$ cat config.mk
export PLATFORM = sky130hd
export DESIGN_NAME = random_discard_and_egress_tag_cfg
export DESIGN_NICKNAME = d
export VERILOG_FILES = /design/src/rdet_pkg.sv /design/src/discard_table_mem.sv /design/src/egress_tag_edit.sv /design/src/random_discard_and_egress_tag_cfg.sv
export VERILOG_INCLUDE_DIRS = /design/src
export SDC_FILE = /design/constraint.sdc
export NUM_CORES = 1
export LEC_CHECK = 0
export CAP_MARGIN = 20
export CELL_PAD_IN_SITES_DETAIL_PLACEMENT = 1
export CELL_PAD_IN_SITES_GLOBAL_PLACEMENT = 2
export CORE_MARGIN = 2
export CORE_UTILIZATION = 41
export CTS_CLUSTER_DIAMETER = 120
export DETAILED_ROUTE_END_ITERATION = 12
export DONT_BUFFER_PORTS = 1
export HOLD_SLACK_MARGIN = 0.05
export PLACE_DENSITY = 0.82
export SYNTH_ARGS = -nofsm -noshare
export SYNTH_HDL_FRONTEND = slang
export SYNTH_SLANG_ARGS = --single-unit
$ cat constraint.sdc
create_clock -name sys_clk -period 2.15 [get_ports sys_clk]
set_input_delay 0.43 -clock sys_clk [delete_from_list [all_inputs] [get_ports sys_clk]]
set_output_delay 0.43 -clock sys_clk [all_outputs]
set_load 0.05 [all_outputs]
$ cat src/rdet_map.svh
// register indices, field positions, reset values and codes of the block
`ifndef RDET_MAP_SVH
`define RDET_MAP_SVH

// register indices; byte address is four times the index
`define IDX_DISCARD_CMD 16'h1c09
`define IDX_DISCARD_WVAL 16'h1c0a
`define IDX_DISCARD_RVAL 16'h1c0b
`define IDX_EGRESS_TAG 16'h1c0c

// table command fields
`define CMD_DIR_BIT 4
`define CMD_IDX_MSB 3
`define CMD_MASK 32'h0000_001f

// probability value fields
`define PROB_MSB 9
`define PROB_MASK 32'h0000_03ff

// egress tag control fields for port 2
`define ETAG_INSERT_BIT 21
`define ETAG_CHG_VID_BIT 20
`define ETAG_CHG_PRI_BIT 19
`define ETAG_CHG_TAG_BIT 18
`define ETAG_TYPE_MSB 17
`define ETAG_TYPE_LSB 16
`define ETAG_MASK 32'h003f_0000

// reset values
`define RST_CMD 32'h0000_0000
`define RST_WVAL 32'h0000_0000
`define RST_RVAL 32'h0000_0000
`define RST_ETAG 32'h0000_0000
`define RST_LFSR 16'hace1

// egress type codes
`define ETYPE_DUMB 2'h0
`define ETYPE_ACCESS 2'h1
`define ETYPE_HYBRID 2'h2
`define ETYPE_CPU 2'h3

`endif

$ cat src/rdet_pkg.sv
// types shared by the discard table and egress tag logic
package rdet_pkg;

   // kind of frame seen by the egress editor
   typedef enum logic [1:0] {
      PKT_UNTAGGED,
      PKT_PRIO_TAGGED,
      PKT_REGULAR_TAGGED,
      PKT_SPECIAL_TAGGED
   } pkt_class_t;

   // what the egress editor does to the frame
   typedef enum logic [2:0] {
      ACT_PASS,
      ACT_STRIP,
      ACT_INSERT,
      ACT_REWRITE,
      ACT_ADD_SPECIAL
   } tag_action_t;

   // per-port tag controls taken from the register
   typedef struct packed {
      logic insert_tag;
      logic chg_vid;
      logic chg_prio;
      logic chg_tag;
      logic [1:0] etype;
   } tag_ctrl_t;

   // frame header and lookup results on the packet path
   typedef struct packed {
      pkt_class_t pclass;
      logic [11:0] in_vid;
      logic [2:0] in_prio;
      logic [11:0] ingress_vid;
      logic [2:0] ingress_prio;
      logic [11:0] egress_vid;
      logic [2:0] egress_prio;
      logic untag_default;
      logic untag_incoming;
   } tag_in_t;

   // editing decision
   typedef struct packed {
      tag_action_t action;
      logic [11:0] vid;
      logic [2:0] prio;
   } tag_out_t;

endpackage : rdet_pkg

$ cat src/discard_table_mem.sv
// sixteen-entry probability memory, one write port and two read ports
`timescale 1ns/10ps
module discard_table_mem (
   input wire logic sys_clk,
   input wire logic nrst,
   input wire logic wr_en,
   input wire logic [3:0] wr_idx,
   input wire logic [9:0] wr_data,
   input wire logic a_en,
   input wire logic [3:0] a_idx,
   output logic [9:0] a_q,
   input wire logic b_en,
   input wire logic [3:0] b_idx,
   output logic [9:0] b_q
);
   // contents are not reset on purpose: software fills the table
   logic [9:0] mem [0:15];

   // write port
   always_ff @(posedge sys_clk) begin
      if (wr_en) begin
         mem[wr_idx] <= wr_data;
      end
   end

   // registered read ports; a holds for the host, b for packets
   always_ff @(posedge sys_clk or negedge nrst) begin
      if (!nrst) begin
         a_q <= 10'h000;
         b_q <= 10'h000;
      end else begin
         if (a_en) begin
            a_q <= mem[a_idx];
         end
         if (b_en) begin
            b_q <= mem[b_idx];
         end
      end
   end
endmodule : discard_table_mem

$ cat src/egress_tag_edit.sv
// egress vlan tag decision for one port, registered result
`timescale 1ns/10ps
`include "rdet_map.svh"
module egress_tag_edit (
   input wire logic sys_clk,
   input wire logic nrst,
   input wire logic req_valid,
   input rdet_pkg::tag_ctrl_t ctrl,
   input rdet_pkg::tag_in_t hdr,
   output logic res_valid,
   output rdet_pkg::tag_out_t res
);
   import rdet_pkg::*;

   tag_out_t res_nxt;
   logic regular_edit;

   // change-tag gates both change controls for regular tags
   assign regular_edit = ctrl.chg_tag
                         & (ctrl.chg_vid | ctrl.chg_prio);

   // decision by egress type and frame kind
   always_comb begin
      res_nxt.action = ACT_PASS;
      res_nxt.vid = hdr.in_vid;
      res_nxt.prio = hdr.in_prio;
      case (ctrl.etype)
         `ETYPE_DUMB: begin
            if (hdr.pclass == PKT_SPECIAL_TAGGED) begin
               res_nxt.action = ACT_STRIP;
            end
         end
         `ETYPE_ACCESS: begin
            if (hdr.pclass != PKT_UNTAGGED) begin
               res_nxt.action = ACT_STRIP;
            end
         end
         `ETYPE_HYBRID: begin
            case (hdr.pclass)
               PKT_UNTAGGED: begin
                  if (ctrl.insert_tag
                      && !hdr.untag_default) begin
                     res_nxt.action = ACT_INSERT;
                     res_nxt.vid = hdr.ingress_vid;
                     res_nxt.prio = hdr.ingress_prio;
                  end
               end
               PKT_PRIO_TAGGED: begin
                  // vid always replaced, change-tag plays no part
                  res_nxt.action = ACT_REWRITE;
                  res_nxt.vid = hdr.ingress_vid;
               end
               PKT_REGULAR_TAGGED: begin
                  if (regular_edit && hdr.untag_incoming) begin
                     res_nxt.action = ACT_STRIP;
                  end else if (regular_edit) begin
                     res_nxt.action = ACT_REWRITE;
                     if (ctrl.chg_vid) begin
                        res_nxt.vid = hdr.egress_vid;
                     end
                     if (ctrl.chg_prio) begin
                        res_nxt.prio = hdr.egress_prio;
                     end
                  end
               end
               default: begin
                  res_nxt.action = ACT_STRIP;
               end
            endcase
         end
         default: begin
            res_nxt.action = ACT_ADD_SPECIAL;
         end
      endcase
   end

   // result register
   always_ff @(posedge sys_clk or negedge nrst) begin
      if (!nrst) begin
         res_valid <= 1'b0;
         res <= '0;
      end else begin
         res_valid <= req_valid;
         if (req_valid) begin
            res <= res_nxt;
         end
      end
   end
endmodule : egress_tag_edit

$ cat src/random_discard_and_egress_tag_cfg.sv
// register bank for the random discard table and egress tag controls
`timescale 1ns/10ps
`include "rdet_map.svh"

// Operation
// - a table entry of n means a drop chance of n in 1024.
// - only yellow packets are subject to the table's drop chance.
// - sixteen entries, picked by the ingress port's buffer usage range.
// - the write value register holds the ten bits a write command stores.
// - the read value register is read-only and shows the last read entry.
// - insert-tag adds the ingress default tag to untagged frames.
// - change-vid with change-tag puts the egress default vid on tags.
// - priority tagged frames in hybrid always take the ingress vid.
// - change-priority with change-tag puts the egress default priority.
// - change-tag gates the change controls for regular tagged frames.
// - the four tag controls act only when the egress type is hybrid.
// - a command write carries read-not-write and a four-bit index.
// - the two-bit egress type picks dumb, access, hybrid or cpu.
module random_discard_and_egress_tag_cfg (
   input wire logic sys_clk,
   input wire logic nrst,
   input wire logic [15:0] avs_address,
   input wire logic avs_read,
   input wire logic avs_write,
   input wire logic [31:0] avs_writedata,
   input wire logic [3:0] avs_byteenable,
   output logic [31:0] avs_readdata,
   output logic avs_waitrequest,
   input wire logic pkt_valid,
   input wire logic pkt_yellow,
   input wire logic [7:0] pkt_buf_used,
   output logic verdict_valid,
   output logic verdict_drop,
   input wire logic tag_req_valid,
   input rdet_pkg::tag_in_t tag_in,
   output logic tag_out_valid,
   output rdet_pkg::tag_out_t tag_out
);
   import rdet_pkg::*;

   // byte address of a register index
   // index bits above 13 fall away; the map fits 16 address bits
   function automatic logic [15:0] reg_addr(input logic [15:0] idx);
      reg_addr = {idx[13:0], 2'b00};
   endfunction : reg_addr

   // byte-lane merge of a write into a stored word
   // lanes that are not enabled keep their stored byte
   function automatic logic [31:0] be_merge(input logic [31:0] old,
                                            input logic [31:0] wd,
                                            input logic [3:0] be);
      logic [31:0] m;
      m = {{8{be[3]}}, {8{be[2]}}, {8{be[1]}}, {8{be[0]}}};
      be_merge = (old & ~m) | (wd & m);
   endfunction : be_merge

   // buffer usage to table index: fine steps low, coarse steps high
   // 0 to 63 in steps of 8, 64 to 127 in 16, 128 to 255 in 32
   function automatic logic [3:0] usage_index(input logic [7:0] u);
      if (u[7]) begin
         usage_index = {2'b11, u[6:5]};
      end else if (u[6]) begin
         usage_index = {2'b10, u[5:4]};
      end else begin
         usage_index = {1'b0, u[5:3]};
      end
   endfunction : usage_index

   // software-visible register state
   logic [31:0] cmd_r;
   logic [31:0] wval_r;
   logic [31:0] rval_r;
   logic [31:0] etag_r;

   // bus handshake and read path state
   logic ack_r;
   logic rd_pend_r;
   logic [31:0] readdata_r;

   // random discard pipeline; two stages to match the table read
   logic [15:0] lfsr_r;
   logic s1_valid_r;
   logic s1_yellow_r;
   logic [9:0] s1_rnd_r;
   logic verdict_valid_r;
   logic verdict_drop_r;

   // request decode and access strobes
   logic req;
   logic take;
   logic first;
   logic sel_cmd;
   logic sel_wval;
   logic sel_rval;
   logic sel_etag;
   logic cmd_issue;
   logic tbl_wr;
   logic tbl_rd;
   logic [31:0] cmd_nxt;

   // table read data and register views
   logic [9:0] host_q;
   logic [9:0] pkt_q;
   logic [31:0] rval_view;
   logic [31:0] rd_mux;
   tag_ctrl_t ctrl;

   // address decode
   // only exact word addresses match; others read zero, writes drop
   assign sel_cmd = (avs_address == reg_addr(`IDX_DISCARD_CMD));
   assign sel_wval = (avs_address == reg_addr(`IDX_DISCARD_WVAL));
   assign sel_rval = (avs_address == reg_addr(`IDX_DISCARD_RVAL));
   assign sel_etag = (avs_address == reg_addr(`IDX_EGRESS_TAG));

   // every access takes one wait cycle, then completes at the next edge
   // back-to-back requests each get their own wait cycle
   assign req = avs_read | avs_write;
   assign first = req & ~ack_r;
   assign take = req & ack_r;
   assign avs_waitrequest = first;

   // wait cycle served; the completing edge clears it again
   always_ff @(posedge sys_clk or negedge nrst) begin
      if (!nrst) begin
         ack_r <= 1'b0;
      end else begin
         ack_r <= first;
      end
   end

   // a command write with the low lane enabled starts a table access
   assign cmd_nxt = be_merge(cmd_r, avs_writedata, avs_byteenable)
                    & `CMD_MASK;
   assign cmd_issue = take & avs_write & sel_cmd & avs_byteenable[0];
   assign tbl_rd = cmd_issue & cmd_nxt[`CMD_DIR_BIT];
   assign tbl_wr = cmd_issue & ~cmd_nxt[`CMD_DIR_BIT];

   // command register keeps its fields for read-back
   // reserved bits are masked so they read back as zero
   always_ff @(posedge sys_clk or negedge nrst) begin
      if (!nrst) begin
         cmd_r <= `RST_CMD;
      end else if (take && avs_write && sel_cmd) begin
         cmd_r <= cmd_nxt;
      end
   end

   // write value register; upper bits stay zero
   always_ff @(posedge sys_clk or negedge nrst) begin
      if (!nrst) begin
         wval_r <= `RST_WVAL;
      end else if (take && avs_write && sel_wval) begin
         wval_r <= be_merge(wval_r, avs_writedata, avs_byteenable)
                   & `PROB_MASK;
      end
   end

   // egress tag controls; only the port-2 fields are held
   // the other ports' copies are not built and read as zero
   always_ff @(posedge sys_clk or negedge nrst) begin
      if (!nrst) begin
         etag_r <= `RST_ETAG;
      end else if (take && avs_write && sel_etag) begin
         etag_r <= be_merge(etag_r, avs_writedata, avs_byteenable)
                   & `ETAG_MASK;
      end
   end

   // probability table; entries are garbage until software fills them
   // port b serves packets every cycle, so host reads never stall them
   discard_table_mem u_table (
      .sys_clk(sys_clk),
      .nrst(nrst),
      .wr_en(tbl_wr),
      .wr_idx(cmd_nxt[`CMD_IDX_MSB:0]),
      .wr_data(wval_r[`PROB_MSB:0]),
      .a_en(tbl_rd),
      .a_idx(cmd_nxt[`CMD_IDX_MSB:0]),
      .a_q(host_q),
      .b_en(pkt_valid),
      .b_idx(usage_index(pkt_buf_used)),
      .b_q(pkt_q)
   );

   // a table read command has its entry one cycle later
   always_ff @(posedge sys_clk or negedge nrst) begin
      if (!nrst) begin
         rd_pend_r <= 1'b0;
      end else begin
         rd_pend_r <= tbl_rd;
      end
   end

   // read value register; not writable by software
   always_ff @(posedge sys_clk or negedge nrst) begin
      if (!nrst) begin
         rval_r <= `RST_RVAL;
      end else if (rd_pend_r) begin
         rval_r <= {22'h00_0000, host_q};
      end
   end

   // bypass so a read right behind the command sees the fetched entry
   // the flop copy lags one cycle; the bypass covers that gap
   assign rval_view = rd_pend_r ? {22'h00_0000, host_q} : rval_r;

   // read mux; unmapped addresses read zero
   always_comb begin
      rd_mux = 32'h0000_0000;
      if (sel_cmd) begin
         rd_mux = cmd_r;
      end else if (sel_wval) begin
         rd_mux = wval_r;
      end else if (sel_rval) begin
         rd_mux = rval_view;
      end else if (sel_etag) begin
         rd_mux = etag_r;
      end
   end

   // read data captured in the wait cycle, stands until the next read
   // taking it in the wait cycle keeps the output a plain flop
   always_ff @(posedge sys_clk or negedge nrst) begin
      if (!nrst) begin
         readdata_r <= 32'h0000_0000;
      end else if (first && avs_read) begin
         readdata_r <= rd_mux;
      end
   end

   // bus read data straight from the flop
   assign avs_readdata = readdata_r;

   // free-running random source, a new value every cycle
   // a cheap 16-bit lfsr; its sequence repeats after 65535 cycles
   always_ff @(posedge sys_clk or negedge nrst) begin
      if (!nrst) begin
         lfsr_r <= `RST_LFSR;
      end else begin
         lfsr_r <= {lfsr_r[14:0],
                    lfsr_r[15] ^ lfsr_r[13] ^ lfsr_r[12] ^ lfsr_r[10]};
      end
   end

   // stage one: table lookup in flight, packet flags follow it
   always_ff @(posedge sys_clk or negedge nrst) begin
      if (!nrst) begin
         s1_valid_r <= 1'b0;
         s1_yellow_r <= 1'b0;
      end else begin
         s1_valid_r <= pkt_valid;
         s1_yellow_r <= pkt_yellow;
      end
   end

   // the draw is taken with the packet, so each packet gets its own
   always_ff @(posedge sys_clk or negedge nrst) begin
      if (!nrst) begin
         s1_rnd_r <= 10'h000;
      end else if (pkt_valid) begin
         s1_rnd_r <= lfsr_r[9:0];
      end
   end

   // stage two: the verdict strobe
   always_ff @(posedge sys_clk or negedge nrst) begin
      if (!nrst) begin
         verdict_valid_r <= 1'b0;
      end else begin
         verdict_valid_r <= s1_valid_r;
      end
   end

   // drop when the draw is below the entry, n in 1024; an entry of
   // zero never drops, all ones still passes one packet in 1024
   always_ff @(posedge sys_clk or negedge nrst) begin
      if (!nrst) begin
         verdict_drop_r <= 1'b0;
      end else begin
         verdict_drop_r <= s1_valid_r & s1_yellow_r
                           & (s1_rnd_r < pkt_q);
      end
   end

   // verdict outputs straight from flops
   assign verdict_valid = verdict_valid_r;
   assign verdict_drop = verdict_drop_r;

   // controls fed to the egress editor, one driver for the whole struct
   assign ctrl = '{insert_tag: etag_r[`ETAG_INSERT_BIT],
                   chg_vid: etag_r[`ETAG_CHG_VID_BIT],
                   chg_prio: etag_r[`ETAG_CHG_PRI_BIT],
                   chg_tag: etag_r[`ETAG_CHG_TAG_BIT],
                   etype: etag_r[`ETAG_TYPE_MSB:`ETAG_TYPE_LSB]};

   egress_tag_edit u_tag (
      .sys_clk(sys_clk),
      .nrst(nrst),
      .req_valid(tag_req_valid),
      .ctrl(ctrl),
      .hdr(tag_in),
      .res_valid(tag_out_valid),
      .res(tag_out)
   );
endmodule : random_discard_and_egress_tag_cfg

---- Word-level counts from Yosys, hierarchy flattened ----
Memories as Yosys holds them, arrays and structs flattened. A register that Yosys moved wholly into a read port is not among the register bits.
Index checks and enable logic that the tools add are counted.
cells by class
  order comparisons ....................... 1
  eq/ne operators ......................... 9
  multiplexer cells ....................... 22
  bitwise gates (word level) .............. 25
  reduce and logical (&&, ||, !) cells .... 13
operators by type and width
  operator                number
  $mux W32                4
  $eq A16 B15 Y1 const B  4
  $and A22 B22 Y22        2
  $pmux W12 S3            1
  $mux W17                2
  $mux W15                2
  $mux W22                1
  $not A22 Y22            1
  $or A22 B22 Y22         1
  $pmux W3 S3             2
  $mux W12                1
  $and A1 B1 Y1           10
  $and A10 B10 Y10        1
  $lt A10 B10 Y1          1
  $or A10 B10 Y10         1
  $mux W4                 2
  $logic_and A1 B1 Y1     7
  $eq A2 B2 Y1 const B    3
  $mux W3                 2
  $pmux W3 S2             1
  $and A5 B5 Y5           1
  $or A5 B5 Y5            1
  $eq A2 B1 Y1 const B    2
  $logic_not A2 Y1        2
  other kinds (6)         15
storage, ports and cells
  register bits ........................... 136
  bits in writable memories ............... 160
  input bits .............................. 116
  output and inout bits ................... 54
  memories ................................ 1
memory list
  name         depth  bits a word  read ports  clocked after Yosys merged registers in  write ports  line                     source
  u_table.mem  16     10           2           2                                        1            discard_table_mem.sv:17  logic [9:0] mem [0:15];

---- Logic depth before layout (Yosys ltp) ----
Gate-level depths: netlist of run 1.
  depth in word-level cells ............... 8
  mapped depth ............................ 8
  mapped depth without buffers ............ 7

---- Modules after synthesis ----
A second synthesis of run 1 with hierarchy kept.
unflattened totals
  cells, all modules ...................... 886
  area total of the unflattened synthesis .. 14126.0 um^2
by module, submodules not included
  module                             instances  cells each  area each (um^2)  sequential area each (um^2)
  discard_table_mem                  1          398         8185.4            5305.1
  random_discard_and_egress_tag_cfg  1          389         4803.4            2937.8
  egress_tag_edit                    1          99          1137.3            475.5

---- Least setup slack after synthesis of run 1 ----
Ideal clock, no wire load.
  path kind ............................... input -> register
  from .................................... in avs_address[1]
  to ...................................... mem u_table.mem[0][0] (enable)
  data arrival time ....................... 2.746 ns
  required time ........................... 1.774 ns
  setup slack ............................. -0.972 ns
  stages .................................. 7
  buffers on the path ..................... 2
  path through ............................ or4b_1 > or4_4 > buf_6 > nor4_1 > buf_2 > nand4bb_1 > nor2_1
on the way
  longest elaborated chain between the ends .. 6
RTL lines
  what                           line                                      source
  from (decl)                    random_discard_and_egress_tag_cfg.sv:22   input wire logic [15:0] avs_address,
  $eq A16 B15 Y1                 random_discard_and_egress_tag_cfg.sv:110  assign sel_cmd = (avs_address == reg_addr(`IDX_DISCARD_CMD));
  $and A1 B1 Y1 (2 in a row)     random_discard_and_egress_tag_cfg.sv:134  assign cmd_issue = take & avs_write & sel_cmd & avs_byteenable[0];
  $and A1 B1 Y1                  random_discard_and_egress_tag_cfg.sv:136  assign tbl_wr = cmd_issue & ~cmd_nxt[`CMD_DIR_BIT];
  $mux W1                        discard_table_mem.sv:21                   if (wr_en) begin
  $mux W1 (implied by the code)  discard_table_mem.sv:22                   mem[wr_idx] <= wr_data;
  to (decl)                      discard_table_mem.sv:17
Every way passes these cells.

---- Worst setup path in the final report of run 1 ----
  from .................................... in avs_address[1]
  to ...................................... mem u_table.mem[10][8] (enable)
The elaborated chain is that of the path after synthesis.

==> impl_metrics.yaml, run 1 <==
run_status:
  status: "finished with violations"
  violations: "negative hold slack, negative setup slack"
logic_synthesis:
  syn_area_um2: 13900
  ys_types: 64
  synth_compound_area_frac: 0.0909
  muxShareOfSynthArea: 0.176
  synth-edff-count: 160
  synth_nets: 1048
  synth_top_family_by_area: "multiplexers"
  synth_fa_ha_area_frac: 0.00808
  synth-async-reset-ratio: 0.494
  ys_ff_latch: 316
  synth_simple_gate_area_frac: 0.0778
  syn-mean-instance-area_um2: 15.1
  synth_seq_area_share: 0.626
  syn_inst: 923
  ys.flop_type: "edfxtp_1"
  yosysWarnings: 0
  synth_xor_area_frac: 0.00189
timing:
  hold_viol: 156
  finalMaxSlewViolations: 0
  max_freq_mhz: 450
  rsz0062_at_grt: "true"
  holdWs_ps: -409
  period_minus_slack_ps: 2220
  finalSetupViolCount: 165
  tightest_slew_ps: 925
  clock_skew_ps: 16.8
  maxSlewHeadroom: 0.383
  finalCritPeriodShare: 1.03
  finalWorstSetupSlack_ps: -74.2
clocking:
  clkLatencyLatePin_ps: 530
  holdBufCountCts: 20
  path_clk_slew_ps: 60
  cts_root_buf: "clkbuf_16"
  cts_sinks: 316
  tritoncts: "built"
  cts_max_level: 2
  numCtsBuffers: 37
  clockBufferDepth: 3
layout:
  syn_to_final_growth_pct: 20.6
  antenna_cells: 0
  nNetsFinal: 1133
  layout_commonest_cell: "edfxtp_1"
  fin_area_um2: 16800
  drive_gt1_frac: 0.294
  fin_util: 0.501
  fillCellCount: 3192
  final_cell_mix: "edfxtp_1 (160), dfrtp_1 (148), mux2_2 (66), mux4_2 (58), buf_4 (48)"
power_and_ir_drop:
  vdd_drop_max_v: 0.000522
  pwr_density_cell_nw_per_um2: 790
  power.leakage_nw: 7.01
floorplanning:
  dieArea_um2: 35500
  rows: 67
  start_util: 0.415
  coreArea_um2: 33500
  die_y_um: 188
  fp.dieW_um: 188
  ioPinCount: 170
grt:
  met3_usage: 0.0464
  gr-usage-met2: 0.381
  grt_pass1_wl_mm: 60.9
  track_usage: 0.229
  grt_pass1_vias: 9481
  busiest_layer: "met2"
  grt_max_degree: 157
  grt_overflow: 0
  use_met1: 0.301
  antenna_found_initial: 0
drt:
  vias: 8750
  drcViolationCount: 0
  vias_per_cell: 5.89
  wire_per_inst_um: 27.1
  drt_iter0_drc: 642
  wl_mm: 40.2
  firstDrtPassIters: 5
  ant_nets: 0
setup_path:
  rr_worst_depth: 7
  critical_path_arrival_ps: 2460
  crit_type: "input pin to flip-flop"
  end_kind: "flip-flop"
  path_max_fanout: 10
  cp-start-kind: "input pin"
  required_ps: 2380
run:
  drv_cap: 0
placement:
  dpl_cell_area_um2: 15300
  place_hpwl_mm: 26.2
  io_buffers: 0
  gp_congestion: 0.868
min_path:
  worstHoldPathType: "input pin to async pin"
-- Yosys cell counts (2+ instances only) --
cell | instances | area share
nor2_1 | 42 | 0.011
a211o_1 | 3 | 0.0019
mux2i_1 | 40 | 0.029
or4b_2 | 2 | 0.0014
or4b_1 | 2 | 0.0014
buf_1 | 6 | 0.0016
nand4b_1 | 2 | 0.0013
o31a_1 | 2 | 0.0013
o2111ai_1 | 2 | 0.0013
dfrtp_1 | 148 | 0.27
clkbuf_1 | 37 | 0.010
nor2b_1 | 28 | 0.013
a21oi_1 | 25 | 0.0090
nand3b_1 | 3 | 0.0016
a21o_1 | 4 | 0.0022
and2_1 | 15 | 0.0067
o22ai_1 | 7 | 0.0031
o211ai_1 | 20 | 0.011
a22oi_1 | 32 | 0.017
nand2b_1 | 18 | 0.0081
nor4_1 | 4 | 0.0018
nand4bb_1 | 2 | 0.0016
inv_1 | 14 | 0.0038
a21boi_0 | 2 | 0.0011
a22o_1 | 31 | 0.019
a31oi_1 | 2 | 0.00090
nand3_1 | 11 | 0.0040
a211oi_1 | 5 | 0.0027
nor4_4 | 2 | 0.0031
dfstp_2 | 8 | 0.015
xnor2_1 | 2 | 0.0013
o21ai_0 | 21 | 0.0075
o221ai_1 | 9 | 0.0057
ha_1 | 9 | 0.0081
buf_2 | 8 | 0.0029
mux2_2 | 66 | 0.053
or3b_2 | 2 | 0.0013
nand4_1 | 2 | 0.00090
nor3b_1 | 3 | 0.0016
a32oi_1 | 4 | 0.0025
nand2_1 | 39 | 0.011
mux4_2 | 58 | 0.094
edfxtp_1 | 160 | 0.34
-- critical path, cell delays in order --
cell,delay [ps]
or4b_4,520
or4_4,570
nor4_4,150
buf_4,180
nand4b_1,140
buf_6,180
nor2_4,120
buf_12,150
-- logic make-up after synthesis --
logic type,count (synthesis)
and+or+nand+nor,188
adders and majority gates,9
AOI/OAI and AO/OA,176
xor gates and xnor gates,3
DFF,316
muxes,164
buffers and inverters,67
-- routing by layer --
metal,wire (µm),part of all wire
met3,2710,0.067
met1,16500,0.41
met2,19900,0.49
met5,0,0
met4,1170,0.029
-- path summary, 6_finish.rpt --
check / startpoint / slack (ps) / end
setup reg to reg: cmd_r[0] / 20 / u_table.a_q[7]
hold / removal: nrst / -410 / u_table.b_q[5]
hold reg to reg: lfsr_r[14] / 370 / lfsr_r[15]
setup / recovery: avs_address[1] / -70 / u_table.mem[10][8]
min in group sys_clk: tag_req_valid / 70 / u_tag.res[7]
max in group asynchronous: nrst / 2180 / u_tag.res[1]
-- through the flow --
step | worst slack (ps) | std cells | total power (W) | hold slack, ps | TNS (ps)
after floorplan | -838 | 923 | 0.00711 | 134 | -138560
after global placement | -620 | 1392 | 0.00725 | 139 | -116960
after detailed placement | -647 | 1392 | 0.00726 | 139 | -122950
after CTS | -78.4 | 1483 | 0.0134 | -421 | -3710
after global routing | -109 | 1485 | 0.0137 | -426 | -12470
final | -74.2 | 1485 | 0.0133 | -409 | -4760
-- registers in the layout (all words and copies together), names as in the netlist, 10 cells and up, named ones only --
register / count
u_table.a_q: 10
u_table.b_q: 10
u_tag.res: 18
u_table.mem: 160
avs_readdata: 32
s1_rnd_r: 10
rval_r: 32
lfsr_r: 16
-- cell type report --
| class | count | area [µm²] | area share |
|---|---|---|---|
| clock buffer | 49 | 1000 | 0.0596 |
| clock inverter | 19 | 176 | 0.0105 |
| inverter | 14 | 52.6 | 0.00313 |
| multi-input combinational | 540 | 5140 | 0.306 |
| sequential | 316 | 8720 | 0.519 |
| tap | 448 | 561 | 0.0334 |
| timing repair buffer | 99 | 1150 | 0.0682 |
-- what timing repair did --
action / CTS / global route
gates cloned: 2 / 1
setup buffers: 1 / 1
endpoints found under the setup margin: 171 / 186
gates resized for setup: 15 / 1
endpoints found under the hold margin: 198 / 156
pin swaps: 1 / 0
-- power by group --
part / switching [W] / total (W) / internal [W]
clock network: 0.00251 / 0.00606 / 0.00355
logic: 0.000308 / 0.000582 / 0.000274
registers: 0.000231 / 0.00662 / 0.00639
total: 0.00305 / 0.0133 / 0.0102
Note: power is estimated with default switching activity, not from simulation.
==> run 2: changes to the inputs <==
Settings changed: BUFFER_PORTS_ARGS from default to -buffer_cell sky130_fd_sc_hd__buf_4, CORE_UTILIZATION 41 to 45, DONT_BUFFER_PORTS 1 to default, PLACE_DENSITY 0.82 to 0.92, SLEW_MARGIN from default to 15.
Clock period 2.15 ns to 2.75 ns, I/O delays scaled along.
==> run 2 against run 1 <==
Effect of this change:
- the flow now finishes without violations
- clock power is 23% lower
- combinational power is 43% higher
- cell count rose by 4.6%
- critical path depth up 1
- via count grew 9.2%
- register-to-register slack gained 470 ps
- sequential cell count is the same
- global-route usage up 3.8 points
- sequential share of layout area decreased by 1.8 points
- routed wire length increased by 5.3%
- non-clock buffer count is 127 higher
==> impl_metrics.yaml, run 2 (synthesized netlist as in run 1, its figures left out) <==
min_path:
  min_from: "pkt_yellow"
  holdPathEnd: "s1_yellow_r"
  worstHoldPathType: "input pin to flip-flop"
  hold_depth: 1
layout:
  nNetsFinal: 1258
  largest_reg_flops: 160
  fin_util: 0.571
  regMostFlops: "u_table.mem"
  drive_gt1_frac: 0.383
  syn_to_final_growth_pct: 25.0
  layout_commonest_cell: "buf_4"
  final_cell_mix: "buf_4 (208), edfxtp_1 (160), dfrtp_1 (148), mux2_2 (66), mux4_2 (58)"
  antenna_cells: 0
grt:
  grt_max_degree: 52
  track_usage: 0.267
  antenna_found_initial: 0
  grt_pass1_vias: 10600
  grt_pass1_wl_mm: 65.9
  grt_overflow: 0
run_status:
  status: "complete, no violations"
floorplanning:
  die_y_um: 180
  rows: 64
  dieArea_um2: 32400
  start_util: 0.457
  fp.dieW_um: 180
  coreArea_um2: 30500
  ioPinCount: 170
drt:
  ant_nets: 0
  drcViolationCount: 0
  firstDrtPassIters: 5
  vias: 9554
  drt_iter0_drc: 859
  dr_wl_met3_mm: 2.35
  wl_met2_mm: 22.0
  wire_per_inst_um: 27.3
  highest_layer: "met4"
  wl_mm: 42.4
  met1_length_mm: 16.1
  vias_per_cell: 6.15
setup_path:
  r2r_setup_slack_ps: 490
  crit_type: "input pin to flip-flop"
  cp-start-kind: "input pin"
  path_cells: "buf_4 > or4b_4 > or4_4 > buf_4 > nor4_4 > buf_12 > nand2_1 > buf_4 > o211ai_1"
  end_kind: "flip-flop"
  cpMostUsedCell: "buf_4"
  r2r_start: "cmd_r[0]"
  critical_path_arrival_ps: 3030
  rr_endpoint: "u_table.a_q[2]"
  crit_family: "simple AND/OR/NAND/NOR gates"
  rr_worst_depth: 6
  required_ps: 3160
  slowest_delay_ps: 570
  path_max_fanout: 17
  crit_slowest_cell: "or4_4"
  crit_buf_inv: 4
  crit_start: "avs_address[1]"
power_and_ir_drop:
  vdd_drop_max_v: 0.000310
  power.leakage_nw: 7.57
  power.total_w: 0.0105
  pwr_density_cell_nw_per_um2: 605
clocking:
  path_clk_slew_ps: 60
  cts_max_level: 2
  clockBufferDepth: 3
  postCtsSetupBuffers: 0
  clkLatencyLatePin_ps: 520
  numCtsBuffers: 35
  cts_sinks: 316
  tritoncts: "built"
  cts_root_buf: "clkbuf_16"
timing:
  finalMaxSlewViolations: 0
  hold_viol: 0
  finalSetupViolCount: 0
  max_freq_mhz: 382
  finalCritPeriodShare: 0.953
  fin_setup_tns_ps: 0
  rsz0062_at_grt: "false"
  clock_skew_ps: 24.3
  maxSlewHeadroom: 0.511
  tightest_slew_ps: 733
  period_minus_slack_ps: 2620
placement:
  io_buffers: 149
  place_hpwl_mm: 28.0
  gp_congestion: 0.846
run:
  drv_cap: 0
run 2: cell count changes in the layout (fill, tap and decap cells not counted), sizes merged:
| cell | previous run | this run |
|---|---|---|
| buf | 77 | 225 |
| bufbuf | 1 | 0 |
| bufinv | 2 | 3 |
| clkbuf | 50 | 44 |
| clkinv | 15 | 13 |
| clkinvlp | 0 | 1 |
| dlygate4sd3 | 20 | 1 |
| inv | 16 | 14 |
run 2: what timing repair did:
item,4_1_cts,5_1_grt
hold buffers,1,0
hold endpoints to repair,40,0
resized for setup,0,0
run 2: metal layers:
layer | vias up | track usage
met5 | - | 0
met4 | 0 | 0.120
met3 | 123 | 0.0385
met2 | 425 | 0.463
met1 | 4988 | 0.332
li1 | 4018 | -
run 2: cell type report:
class,count,area [µm²]
Clock buffer,44,982
Tap cell,396,495
Clock inverter,17,158
Fill cell,2856,13100
Timing Repair Buffer,226,1900
Inverter,14,52.6
Multi-Input combinational cell,540,5100
Sequential cell,316,8720
run 2: per-stage QoR:
| stage | hold WS (ps) | cells | instance area (µm²) | setup slack [ps] |
|---|---|---|---|---|
| after floorplan | 254 | 923 | 14100 | -358 |
| after global placement | 340 | 1491 | 16300 | -278 |
| after detailed placement | 349 | 1491 | 16300 | -333 |
| after CTS | 134 | 1553 | 17400 | 115 |
| after global routing | 133 | 1553 | 17400 | 38.0 |
| final | 143 | 1553 | 17400 | 130 |
run 2: power breakdown:
part           internal (W)  leakage, nW  switching, W
combinational      0.000319         3.09      0.000514
sequential          0.00500         3.92     0.0000456
clock               0.00280        0.566       0.00186
total               0.00812         7.57       0.00242
run 2: how the worst max path moves through the flow:
stage,to,slack (ps),cells after the start
floorplan,u_table.mem[10][0],-360,7
global route,u_table.a_q[9],40,9
CTS,u_table.a_q[9],110,9
finish,u_table.a_q[9],130,9
global placement,u_table.mem[13][8],-280,9
detailed placement,u_table.mem[13][7],-330,9
==> run 3: changes to the inputs <==
Settings changed: ABC_AREA from default to 1, CORE_MARGIN 2 to 4, CORE_UTILIZATION 45 to 39, PLACE_DENSITY 0.92 to 0.93.
==> run 3 against run 2 <==
Effect of this change:
- sequential share of layout area shrank 3.0 points
- sequential cell count stayed put
- core utilization fell by 9.2 points
- sequential power about the same
- critical path type unchanged
- synthesized area rose by 9.6%
- via count is 40% higher
- cell count up 61%
==> impl_metrics.yaml, run 3 <==
clocking:
  clkLatencyLatePin_ps: 540
  cts_max_level: 2
  clockBufferDepth: 3
  tritoncts: "built"
  path_clk_slew_ps: 60
  postCtsResizedCells: 0
  numCtsBuffers: 36
  cts_root_buf: "clkbuf_16"
  cts_sinks: 316
layout:
  drive_gt1_frac: 0.163
  syn_to_final_growth_pct: 21.3
  layout_commonest_cell: "nand2_1"
  fillCellCount: 4578
  regMostFlops: "u_table.mem"
  final_cell_mix: "nand2_1 (573), inv_1 (235), buf_4 (209), nand3_1 (188), edfxtp_1 (160)"
  nNetsFinal: 2076
  antenna_cells: 0
  largest_reg_flops: 160
  fin_area_um2: 18500
setup_path:
  critical_path_arrival_ps: 2470
  slowest_delay_ps: 330
  required_ps: 2970
  crit_family: "simple AND/OR/NAND/NOR gates"
  end_kind: "flip-flop"
  crit_slowest_cell: "nor3_2"
  path_max_fanout: 10
  path_cells: "buf_4 > nor2_1 > nand3b_1 > inv_1 > nand3_1 > nor3_2 > nand2_1 > nor2_4 > nand2_1 > nor2_1 > buf_4"
  crit_type: "input pin to flip-flop"
  cp-start-kind: "input pin"
  crit_buf_inv: 3
timing:
  max_freq_mhz: 443
  tightest_slew_ps: 952
  rsz0062_at_grt: "false"
  maxSlewHeadroom: 0.366
  fin_setup_tns_ps: 0
  finalCritPeriodShare: 0.820
  finalSetupViolCount: 0
  clock_skew_ps: 23.7
  period_minus_slack_ps: 2260
  hold_viol: 0
  finalMaxSlewViolations: 0
logic_synthesis:
  synth_top_area_frac: 0.315
  synthTopCellsByCount: "nand2_1 (574), inv_1 (235), nand3_1 (188), edfxtp_1 (160), dfrtp_1 (148)"
  synth_seq_area_share: 0.571
  synth-edff-count: 160
  ys_ff_latch: 316
  synth.area.top_cells: "edfxtp_1 (31%), dfrtp_1 (24%), nand2_1 (14%), nand3_1 (6.2%), inv_1 (5.8%)"
  syn-mean-instance-area_um2: 8.56
  yosysMostFrequentCell: "nand2_1"
  yosys.area.top_type: "edfxtp_1"
  synth_nets: 1908
  ys.flop_type: "edfxtp_1"
  syn_area_um2: 15300
  ys_types: 40
  synth-async-reset-ratio: 0.494
  syn_inst: 1783
  yosysWarnings: 0
floorplanning:
  ioPinCount: 170
  dieArea_um2: 42400
  start_util: 0.395
  rows: 72
  coreArea_um2: 38600
  die_y_um: 206
  fp.dieW_um: 206
power_and_ir_drop:
  power.total_w: 0.0110
  vdd_drop_max_v: 0.000388
  power.leakage_nw: 8.69
  pwr_density_cell_nw_per_um2: 593
run:
  drv_cap: 0
placement:
  dpl_cell_area_um2: 17300
  place_hpwl_mm: 34.1
  gp_congestion: 0.843
  io_buffers: 149
grt:
  track_usage: 0.246
  antenna_found_initial: 1
  grt_pass1_wl_mm: 81.0
  grt_overflow: 0
  grt_max_degree: 81
  grt_pass1_vias: 14400
run_status:
  status: "complete, no violations"
drt:
  firstDrtPassIters: 7
  ant_nets: 0
  wire_per_inst_um: 20.7
  drt_iter0_drc: 1213
  vias_per_cell: 5.35
  drcViolationCount: 0
  wl_mm: 51.6
  vias: 13400
min_path:
  worstHoldPathType: "input pin to flip-flop"
-- run 3: what timing repair did --
item,4_1_cts,5_1_grt
setup endpoints to repair,0,0
hold buffers,1,0
endpoints found under the hold margin,40,0
buffers inserted,0,0
-- run 3: stage by stage --
| stage | instances | hold WS [ps] | util | setup WS [ps] |
|---|---|---|---|---|
| after CTS | 2495 | 105 | 0.479 | 500 |
| final | 2497 | 129 | 0.479 | 494 |
| after detailed placement | 2428 | 341 | 0.447 | -9.16 |
| after floorplan | 1783 | 254 | - | 322 |
| after global placement | 2428 | 339 | 0.447 | 93.6 |
| after global routing | 2497 | 107 | 0.479 | 362 |
-- run 3: final cells by class --
cell class	instances	area (µm²)	area share
Clock buffer	49	1080	0.0581
Clock inverter	17	131	0.00710
Inverter	248	931	0.0503
Multi-Input combinational cell	1127	5200	0.281
Sequential cell	316	8720	0.471
Tap cell	518	648	0.0350
Timing Repair Buffer	222	1810	0.0978
-- run 3: cells by family (layout without fill, tap and decap cells) --
kind of cell / after synthesis / after routing / synth area share
compound gates: 173 / 173 / 0.0597
flops: 316 / 316 / 0.571
xor+xnor: 3 / 3 / 0.00172
buf+inv: 340 / 536 / 0.0888
fa+ha+maj: 9 / 9 / 0.00738
simple gates: 942 / 942 / 0.271
-- run 3: final timing paths --
| kind | from | to | slack, ps | cells after the start |
|---|---|---|---|---|
| setup / recovery | avs_address[7] | u_table.mem[1][7] | 490 | 11 |
| hold / removal | pkt_yellow | s1_yellow_r | 130 | 1 |
| setup reg to reg | cmd_r[0] | u_table.a_q[5] | 630 | 10 |
| hold reg to reg | lfsr_r[14] | lfsr_r[15] | 360 | 0 |
| max in group asynchronous | nrst | async pin | 1560 | 3 |
| min in group asynchronous | nrst | s1_rnd_r[5] | 530 | 2 |
-- run 3: layer usage --
metal  global-route usage  vias up  share of wire
li1                     -     6154              -
met5                    0        -              0
met4               0.0913        0          0.036
met2                0.410      468           0.48
met3               0.0500      107          0.074
met1                0.318     6632           0.41
-- run 3: report_power, final --
| group | total [W] | internal [W] | switching [W] |
|---|---|---|---|
| clock network | 0.00485 | 0.00286 | 0.00199 |
| logic | 0.00111 | 0.000363 | 0.000743 |
| registers | 0.00501 | 0.00498 | 0.0000262 |
-- run 3: worst reg2reg max path, delay by kind of cell (launching register included) --
| family | cells | cell delay [ps] |
|---|---|---|
| AOI/OAI and AO/OA | 3 | 300 |
| buffers and inverters | 1 | 250 |
| DFF | 1 | 430 |
| and+or+nand+nor | 6 | 1080 |
